==> src/inc/trim_defines.svh <==
// Constants for the offset and gain trim register bank.
// Assumes byte-wide register access on the device clock.
// Overview of operation
// - Bits 11:0 at 0x34c offset the B core on the first input with cal on.
// - Bits 11:0 at 0x34e offset the B core on the second input with cal on.
// - Both B-core offsets apply alike in dual- and single-channel operation.
// - In dual mode bits 4:0 at 0x350 and 0x351 trim A-core banks 0 and 1.
// - In dual mode bits 4:0 at 0x352 and 0x353 trim B-core banks 0 and 1.
// - In single mode bits 4:0 at 0x354 trim A-core bank 0, apart from dual.
// - Each register loads a fuse value at power-up; writes may overwrite it.
`ifndef TRIM_DEFINES_SVH
`define TRIM_DEFINES_SVH
`define ADDR_W 12
`define ADDR_OFS_A_LO 12'h34c
`define ADDR_OFS_A_HI 12'h34d
`define ADDR_OFS_B_LO 12'h34e
`define ADDR_OFS_B_HI 12'h34f
`define ADDR_GAIN_A0_DUAL 12'h350
`define ADDR_GAIN_A1_DUAL 12'h351
`define ADDR_GAIN_B0_DUAL 12'h352
`define ADDR_GAIN_B1_DUAL 12'h353
`define ADDR_GAIN_A0_SINGLE 12'h354
`define RST_OFS 16'h0000
`define RST_GAIN 8'h00
`define OFS_MSB 11
`define GAIN_MSB 4
`define BYTE_W 8
`define LO_BYTE 7:0
`define HI_BYTE 15:8
`define N_GAIN 5
`define N_OFS_BYTE 4
`define SEL_OFS_A_LO 0
`define SEL_OFS_A_HI 1
`define SEL_OFS_B_LO 2
`define SEL_OFS_B_HI 3
`define IDX_A0_DUAL 0
`define IDX_A1_DUAL 1
`define IDX_B0_DUAL 2
`define IDX_B1_DUAL 3
`define IDX_A0_SINGLE 4
`define OFS_ZERO 12'h000
`define RDATA_IDLE 8'h00
`endif

==> src/inc/trim_pkg.sv <==
// Types shared by the trim register bank.
// Assumes the defines header is compiled alongside.
`default_nettype none
package trim_pkg;
	typedef struct packed {
		logic [11:0] addr;
		logic [7:0] wdata;
		logic wr;
	} reg_req_t;
	typedef struct packed {
		logic [11:0] ofs_a;
		logic [11:0] ofs_b;
		logic [4:0] gain_a0;
		logic [4:0] gain_a1;
		logic [4:0] gain_b0;
		logic [4:0] gain_b1;
	} trim_out_t;
	typedef enum logic [0:0] {FUSE_WAIT, RUN} load_state_t;
endpackage
`default_nettype wire

==> src/core/trim_regs.sv <==
// Offset and fine gain trim register bank with fuse preload.
// Assumes a byte-wide register port in the clk_i domain and fuse data that
// is stable while fuse_valid_i is high.
`timescale 1ns/100ps
`default_nettype none
`include "trim_defines.svh"

module trim_regs (
	// Clock and reset.
	input wire logic clk_i,
	input wire logic rst_b_i,
	// Register port.
	input wire trim_pkg::reg_req_t req_i,
	output logic [7:0] rdata_o,
	// Fuse storage.
	input wire logic fuse_valid_i,
	input wire logic [15:0] fuse_ofs_a_i,
	input wire logic [15:0] fuse_ofs_b_i,
	input wire logic [39:0] fuse_gain_i,
	// Operating mode.
	input wire logic fg_cal_en_i,
	input wire logic single_mode_i,
	// Trim values to the converter cores.
	output trim_pkg::trim_out_t trim_o
);
	// Register contents, reserved bits included.
	logic [15:0] ofs_a;
	logic [15:0] ofs_b;
	logic [`BYTE_W-1:0] gain [0:`N_GAIN-1];
	// Load sequencing.
	trim_pkg::load_state_t state;
	logic fuse_s1;
	logic fuse_s2;
	logic fuse_load;
	// Address decode.
	logic [`N_OFS_BYTE-1:0] ofs_rd_hit;
	logic [`N_OFS_BYTE-1:0] ofs_wr_hit;
	logic [`N_GAIN-1:0] gain_rd_hit;
	logic [`N_GAIN-1:0] gain_wr_hit;
	// Next values of the output flops.
	logic [7:0] next_rdata;
	trim_pkg::trim_out_t next_trim;

	// One decode serves writes and reads, so the two can never disagree on
	// which offset byte an address names.
	function automatic logic [`N_OFS_BYTE-1:0] ofs_hit(
		input logic [`ADDR_W-1:0] addr
	);
		logic [`N_OFS_BYTE-1:0] hit;
		hit = '0;
		case (addr)
			`ADDR_OFS_A_LO:
				hit[`SEL_OFS_A_LO] = 1'b1;
			`ADDR_OFS_A_HI:
				hit[`SEL_OFS_A_HI] = 1'b1;
			`ADDR_OFS_B_LO:
				hit[`SEL_OFS_B_LO] = 1'b1;
			`ADDR_OFS_B_HI:
				hit[`SEL_OFS_B_HI] = 1'b1;
			default:
				hit = '0;
		endcase
		return hit;
	endfunction

	// Gain registers sit at consecutive byte addresses from the first one.
	function automatic logic [`N_GAIN-1:0] gain_hit(
		input logic [`ADDR_W-1:0] addr
	);
		logic [`N_GAIN-1:0] hit;
		hit = '0;
		for (int i = 0; i < `N_GAIN; i++)
		begin
			if (addr == `ADDR_GAIN_A0_DUAL + `ADDR_W'(i))
				hit[i] = 1'b1;
		end
		return hit;
	endfunction

	assign ofs_rd_hit = ofs_hit(req_i.addr);
	assign gain_rd_hit = gain_hit(req_i.addr);
	assign ofs_wr_hit = req_i.wr ? ofs_hit(req_i.addr) : '0;
	assign gain_wr_hit = req_i.wr ? gain_hit(req_i.addr) : '0;
	assign fuse_load = (state == trim_pkg::FUSE_WAIT) && fuse_s2;

	// Fuse readiness comes from another block, so it is synchronised first.
	always_ff @(posedge clk_i or negedge rst_b_i)
	begin
		if (!rst_b_i)
		begin
			fuse_s1 <= 1'b0;
			fuse_s2 <= 1'b0;
		end
		else
		begin
			fuse_s1 <= fuse_valid_i;
			fuse_s2 <= fuse_s1;
		end
	end

	// The load happens once per reset; later changes on the fuse inputs are
	// ignored so that they cannot undo trims that software has written.
	always_ff @(posedge clk_i or negedge rst_b_i)
	begin
		if (!rst_b_i)
			state <= trim_pkg::FUSE_WAIT;
		else
		begin
			case (state)
				trim_pkg::FUSE_WAIT:
				begin
					if (fuse_s2)
						state <= trim_pkg::RUN;
				end
				trim_pkg::RUN:
					state <= trim_pkg::RUN;
				default:
					state <= trim_pkg::FUSE_WAIT;
			endcase
		end
	end

	// A write in the load cycle is lost: the factory value wins that edge.
	always_ff @(posedge clk_i or negedge rst_b_i)
	begin
		if (!rst_b_i)
		begin
			ofs_a <= `RST_OFS;
			ofs_b <= `RST_OFS;
		end
		else if (fuse_load)
		begin
			ofs_a <= fuse_ofs_a_i;
			ofs_b <= fuse_ofs_b_i;
		end
		else
		begin
			if (ofs_wr_hit[`SEL_OFS_A_LO])
				ofs_a[`LO_BYTE] <= req_i.wdata;
			if (ofs_wr_hit[`SEL_OFS_A_HI])
				ofs_a[`HI_BYTE] <= req_i.wdata;
			if (ofs_wr_hit[`SEL_OFS_B_LO])
				ofs_b[`LO_BYTE] <= req_i.wdata;
			if (ofs_wr_hit[`SEL_OFS_B_HI])
				ofs_b[`HI_BYTE] <= req_i.wdata;
		end
	end

	genvar g;
	generate
		for (g = 0; g < `N_GAIN; g++)
		begin : gain_bank
			always_ff @(posedge clk_i or negedge rst_b_i)
			begin
				if (!rst_b_i)
					gain[g] <= `RST_GAIN;
				else if (fuse_load)
					gain[g] <= fuse_gain_i[g*`BYTE_W +: `BYTE_W];
				else if (gain_wr_hit[g])
					gain[g] <= req_i.wdata;
			end
		end
	endgenerate

	// Unmapped addresses read as zero.
	always_comb
	begin
		next_rdata = `RDATA_IDLE;
		if (ofs_rd_hit[`SEL_OFS_A_LO])
			next_rdata = ofs_a[`LO_BYTE];
		else if (ofs_rd_hit[`SEL_OFS_A_HI])
			next_rdata = ofs_a[`HI_BYTE];
		else if (ofs_rd_hit[`SEL_OFS_B_LO])
			next_rdata = ofs_b[`LO_BYTE];
		else if (ofs_rd_hit[`SEL_OFS_B_HI])
			next_rdata = ofs_b[`HI_BYTE];
		for (int i = 0; i < `N_GAIN; i++)
		begin
			if (gain_rd_hit[i])
				next_rdata = gain[i];
		end
	end

	// Offsets are forced to zero when calibration is off so the cores never
	// add a stale correction; reserved bits are dropped here.
	always_comb
	begin
		next_trim.ofs_a = `OFS_ZERO;
		next_trim.ofs_b = `OFS_ZERO;
		if (fg_cal_en_i)
		begin
			next_trim.ofs_a = ofs_a[`OFS_MSB:0];
			next_trim.ofs_b = ofs_b[`OFS_MSB:0];
		end
		if (single_mode_i)
			next_trim.gain_a0 = gain[`IDX_A0_SINGLE][`GAIN_MSB:0];
		else
			next_trim.gain_a0 = gain[`IDX_A0_DUAL][`GAIN_MSB:0];
		next_trim.gain_a1 = gain[`IDX_A1_DUAL][`GAIN_MSB:0];
		next_trim.gain_b0 = gain[`IDX_B0_DUAL][`GAIN_MSB:0];
		next_trim.gain_b1 = gain[`IDX_B1_DUAL][`GAIN_MSB:0];
	end

	// Read data costs one cycle of latency but leaves the pin glitch free.
	always_ff @(posedge clk_i or negedge rst_b_i)
	begin
		if (!rst_b_i)
			rdata_o <= `RDATA_IDLE;
		else
			rdata_o <= next_rdata;
	end

	// Trim values change only on a clock edge or when reset asserts, which clears them at once.
	always_ff @(posedge clk_i or negedge rst_b_i)
	begin
		if (!rst_b_i)
			trim_o <= '0;
		else
			trim_o <= next_trim;
	end
endmodule
`default_nettype wire

==> config.mk <==
export PLATFORM = sky130hd
export DESIGN_NAME = trim_regs
export DESIGN_NICKNAME = d
export VERILOG_FILES = /design/src/inc/trim_pkg.sv /design/src/core/trim_regs.sv
export VERILOG_INCLUDE_DIRS = /design/src /design/src/inc
export SDC_FILE = /design/constraint.sdc
export NUM_CORES = 1
export LEC_CHECK = 0
export BUFFER_PORTS_ARGS = -buffer_cell sky130_fd_sc_hd__buf_2
export CAP_MARGIN = 5
export CORE_ASPECT_RATIO = 0.5
export CORE_MARGIN = 2
export CORE_UTILIZATION = 36
export CTS_CLUSTER_SIZE = 28
export DETAILED_ROUTE_END_ITERATION = 6
export MAX_ROUTING_LAYER = met4
export PLACE_DENSITY_LB_ADDON = 0.05
export SLEW_MARGIN = 20
export SYNTH_ARGS = -nofsm -noshare
export SYNTH_HDL_FRONTEND = slang
export SYNTH_SLANG_ARGS = --single-unit
==> constraint.sdc <==
create_clock -name clk_i -period 1.65 [get_ports clk_i]
set_input_delay 0.0825 -clock clk_i [delete_from_list [all_inputs] [get_ports clk_i]]
set_output_delay 0.0825 -clock clk_i [all_outputs]
set_load 0.05 [all_outputs]
# ---- Yosys cells after proc, flatten, opt, wreduce, memory -nomap -nowiden
# Index checks and enable logic that the tools add are counted.
dict set report word_totals {
  reg_bits 127
  latch_bits 0
  ram_bits 0
  mem_bits_ro 0
  input_bits 98
  output_inout_bits 52
  word_cells 79
  n_memories 0
}
dict set report op_classes {
  add_sub_neg 0
  n_mul 0
  div 0
  magnitude_cmp 0
  eq_ne 9
  n_shift 0
  mux 40
  bitwise 1
  n_reduce_logical 10
}
# operator n
set ops {}
lappend ops {{two-way mux 8 bit} 23}
lappend ops {{equality test 12 x 10 -> 1 bit, second input constant} 9}
lappend ops {{two-way mux 16 bit} 2}
lappend ops {{two-way mux 24 bit} 1}
lappend ops {{nonzero test 2 bit} 9}
lappend ops {{two-way mux 1 bit} 10}
lappend ops {{two-way mux 5 bit} 2}
lappend ops {{two-way mux 4 bit} 1}
lappend ops {{one-hot mux 1 bit (2 select lines)} 1}
lappend ops {{logical AND 1 bit} 1}
lappend ops {{inverter 1 bit} 1}

# ---- Longest topological paths before layout
dict set report logic_depth {
  ltp_word 11
  depth_mapped 7
  ltp_nobuf 5
}

# ---- Worst setup path before layout
# No wires, ideal clock.
dict set report synth_timing {
  path_kind {register -> register}
  start {register state}
  end {register gain[20] (netlist bit)}
  setup_time_ns 0.077
  t_arrival_ns 1.508
  t_required_ns 1.573
  setup_slack_ns 0.066
  stages_incl_launch_ff 7
  path_buffers 3
  period_less_slack_ns 1.584
  cell_sequence {dfrtp_1 nor2b_1 clkbuf_1 buf_1 clkbuf_1 nand2_1 o21ai_1}
}
dict set report synth_via {
  elab_chain_cells 3
  elab_cells_between_ends 4
  classes_between {mux (1); bitwise (1); reduce/logical (2)}
}
# item line_no
set synth_rtl {}
lappend synth_rtl {{start: declaration} trim_regs.sv:31} ;# trim_pkg::load_state_t state;
lappend synth_rtl {{start signal: assignment} trim_regs.sv:106} ;# state <= trim_pkg::FUSE_WAIT;
lappend synth_rtl {{start signal: assignment} trim_regs.sv:113} ;# state <= trim_pkg::RUN;
lappend synth_rtl {{start signal: assignment} trim_regs.sv:116} ;# state <= trim_pkg::RUN;
lappend synth_rtl {{inverter 1 bit *} n/a}
lappend synth_rtl {{logical AND 1 bit *} trim_regs.sv:84} ;# assign fuse_load = (state == trim_pkg::FUSE_WAIT) && fuse_s2;
lappend synth_rtl {{two-way mux 8 bit or nonzero test 2 bit (tied branches)} n/a}
lappend synth_rtl {{end signal: indexed assignment} trim_regs.sv:156} ;# gain[g] <= `RST_GAIN;
lappend synth_rtl {{end signal: indexed assignment} trim_regs.sv:158} ;# gain[g] <= fuse_gain_i[g*`BYTE_W +: `BYTE_W];
lappend synth_rtl {{end signal: indexed assignment} trim_regs.sv:160} ;# gain[g] <= req_i.wdata;
lappend synth_rtl {{end: declaration} trim_regs.sv:29} ;# logic [`BYTE_W-1:0] gain [0:`N_GAIN-1];
# Mark *: on every way between the ends. The rest lies on a longest branch, timed or not.
# A chain may end at the register's enable or synchronous reset.

# ---- Worst setup path in the final report
dict set report layout_timing {
  start {register state}
  end {register ofs_b[3]}
}
dict set report layout_via {
  elab_chain_cells 3
  elab_cells_between_ends 4
  classes_between {mux (1); bitwise (1); reduce/logical (2)}
}
# item line_no
set layout_rtl {}
lappend layout_rtl {{inverter 1 bit *} n/a}
lappend layout_rtl {{logical AND 1 bit *} trim_regs.sv:84}
lappend layout_rtl {{two-way mux 16 bit or nonzero test 2 bit (tied branches)} n/a}
lappend layout_rtl {{end signal: assignment} trim_regs.sv:129} ;# ofs_b <= `RST_OFS;
lappend layout_rtl {{end signal: assignment} trim_regs.sv:134} ;# ofs_b <= fuse_ofs_b_i;
lappend layout_rtl {{end signal: indexed assignment} trim_regs.sv:143} ;# ofs_b[`LO_BYTE] <= req_i.wdata;
lappend layout_rtl {{end: declaration} trim_regs.sv:28} ;# logic [15:0] ofs_b;
# Marked as above.

==> summary.txt <==
Route
  – Drt first pass iters: 4
  – Via density: 4.91
  – Initial drt markers: 314
  – Drt total wl: 18300 um
  – # DRC: 0
  – Final ANT Viol Nets: 0
  – Vias post-DR: 4982
  – Routed length per instance: 18.1 um

Die
  – # IOs: 150
  – DIE WIDTH: 180 um
  – Initial core utilization: 0.365
  – Die Ht: 92.0 um
  – CORE AREA: 15300 um^2
  – Die area: 16600 um^2
  – Rows: 32

Synth
  – Syn. warnings: 0
  – Syn Inst Count: 542
  – Post-synth ARST share: 1.00
  – Flops & latches, synth: 127
  – Syn avg cell area: 10.3 um^2
  – Top FF cell, synth: dfrtp_1
  – EDFF count, synth: 0
  – Sequential area share after synthesis: 0.570
  – Post-synthesis cell type count: 50
  – Synthesized Nets: 640
  – Synthesized cell area: 5580 um^2

Final layout
  – Fin nets: 895
  – Ant. Diodes: 0
  – Final Util: 0.544
  – Area growth syn-to-layout: 49.0%
  – Layout cells sized above 1: 0.310

Setup path
  – Worst-path fanout max: 10
  – CP Capture Type: flop
  – Worst Setup Path Type: reg2reg
  – Req. time, crit path: 1.92 ns
  – Worst EP arrival: 1.81 ns
  – Startpoint Class: flop

STA
  – Tcrit/Tclk final: 0.935
  – Final Setup Violations: 0
  – RSZ-0062 raised after global routing: false
  – Slew Limit Fails: 0
  – Post-route clock skew: 0.0109 ns
  – Worst slew pin tran: 0.713 ns
  – Final Hold Fails: 0
  – Slew headroom: 0.524
  – Minimum clock period: 1.54 ns
  – Fmax: 648 MHz

Hold path
  – Hold WC Path Type: in2reg

Global route
  – Initial antenna violation count: 0
  – GR Util met1: 0.348
  – GR Overflow Total: 0
  – Grt met2 use: 0.338
  – All-Layer GR Usage: 0.238
  – Largest net degree at the start of global routing: 42
  – Routing usage on met3: 0.0540
  – First-pass GRT wire length: 28600 um
  – GR peak layer: met1
  – Number of global-route vias before repair: 4925

Clocking
  – Cts repair resizes: 0
  – CTS tree: built
  – Sink Count: 127
  – Clk root buf: clkbuf_16
  – Clock Path Buffers: 2
  – CTS Buf Count: 17
  – Clock H-tree levels: 4
  – Setup bufs post-CTS: 0
  – Clock slew at reported path FFs: 0.06 ns
  – Skew-Pair Late Insertion Delay: 0.42 ns

Job
  – Max-cap viol count: 0

Power
  – Tot Pwr: 9220 uW
  – Leak: 0.00393 uW
  – P per Cell Area: 1110 nW/um^2
  – VDD IR-drop max: 0.691 mV

Status
  – Status: finished, final reports clean

Placed design
  – Placer congestion estimate: 0.843
  – Port Buffers: 149
  – Dpl hpwl: 12900 um
-- cell families after synthesis --
kind of cell	Yosys count	share of synthesized area
mux	36	0.0776
buf+inv	41	0.0312
flops	127	0.570
simple gates	178	0.161
compound gates	159	0.159
xor+xnor	1	0.00157
-- cells in the final DEF (no fill, tap or decap), types with 2 or more instances in the layout --
master           n
bufinv_16        3
nand3_1         24
a21oi_2          2
mux2_2           8
o22ai_1          3
mux2i_1         23
buf_12          10
dlygate4sd3_1   80
inv_6            4
mux4_2           5
a31oi_1          5
nand4bb_1        2
and3_1           2
o21ai_0         39
a2bb2oi_1        2
buf_2          148
nor2b_1          3
clkinvlp_4       2
clkinv_4         3
o21ai_1          8
o221ai_1         3
a211oi_1         4
nand2_1         67
and2_1          31
nor2_1          28
buf_4           37
o211ai_1         2
inv_1            2
nand3b_1         2
clkbuf_16       17
dfrtp_1        127
nand2b_1         4
a21oi_1         82
nor3_1           4
-- critical path: stages (launching register included) --
cell and delay [ns]:
dfrtp_1 0.37, nand2b_1 0.34, and2_1 0.30, buf_12 0.15, a21oi_1 0.14, a21oi_1 0.08
-- sequential cells by signal (all words and copies together) (netlist names) --
signal and count:
trim_o 44, gain 40, ofs_a 16, ofs_b 16, rdata_o 8, fuse_s1 1, fuse_s2 1, state 1
-- area by class of cell --
class | instances | area, um^2
repair buffers | 275 | 2020
clock inverters | 13 | 178
fillers | 1411 | 6980
flip-flops and latches | 127 | 3180
well taps | 204 | 255
inverters | 2 | 7.51
clock buffers | 19 | 443
multi-input cells | 374 | 2230
-- timing repair --
item | CTS | global route
hold endpoints to repair | 109 | 0
hold buffers | 80 | 0
endpoints found under the setup margin | 0 | 0
-- power breakdown --
| part | internal [uW] | leakage (uW) | switching (uW) |
|---|---|---|---|
| clock | 2450 | 0.000297 | 1540 |
| combinational | 615 | 0.00204 | 918 |
| sequential | 3460 | 0.00159 | 233 |
| total | 6530 | 0.00393 | 2690 |
-- synthesized netlist by cell type, drive strengths merged, types with 5 or more instances --
master	number	area, um^2
mux2i	23	230
mux4	5	113
mux2	8	90.1
and2	32	200
a21oi	84	428
nor2	28	105
dfrtp	127	3180
o21ai	48	244
nand2	68	258
clkbuf	26	97.6
nand3	24	120
a31oi	5	31.3
buf	13	68.8
-- worst paths after layout --
| path | startpoint | depth (start not counted) | slack (ns) | to |
|---|---|---|---|---|
| worst max-delay path | state | 5 | 0.11 | ofs_b[3] |
| worst min-delay path | single_mode_i | 2 | 0.01 | trim_o[19] |
| worst max register to register | state | 5 | 0.11 | ofs_b[3] |
| worst min register to register | fuse_s1 | 0 | 0.40 | fuse_s2 |
| max in group asynchronous | rst_b_i | 3 | 0.84 | gain[12] |
| min in group asynchronous | rst_b_i | 2 | 0.22 | trim_o[30] |
-- per-layer routing --
layer	part of all wire	wire (um)
met5	0	0
met4	0.0075	138
met3	0.054	981
met2	0.43	7840
met1	0.51	9370
-- stage by stage --
| step | instance area [um^2] | worst slack, ns | hold WS [ns] | instances | setup TNS [ns] |
|---|---|---|---|---|---|
| finish | 8320 | 0.108 | 0.0109 | 1014 | 0 |
| global route | 8320 | 0.00691 | 0.0124 | 1014 | 0 |
| CTS | 8320 | 0.0863 | 0.00464 | 1014 | 0 |
| detailed placement | 6890 | -0.0830 | 0.126 | 902 | -0.499 |
| global placement | 6890 | -0.0354 | 0.130 | 902 | -0.219 |
| floorplan | 5580 | 0.0656 | -0.213 | 542 | 0 |
(Power assumes the default switching activity.)
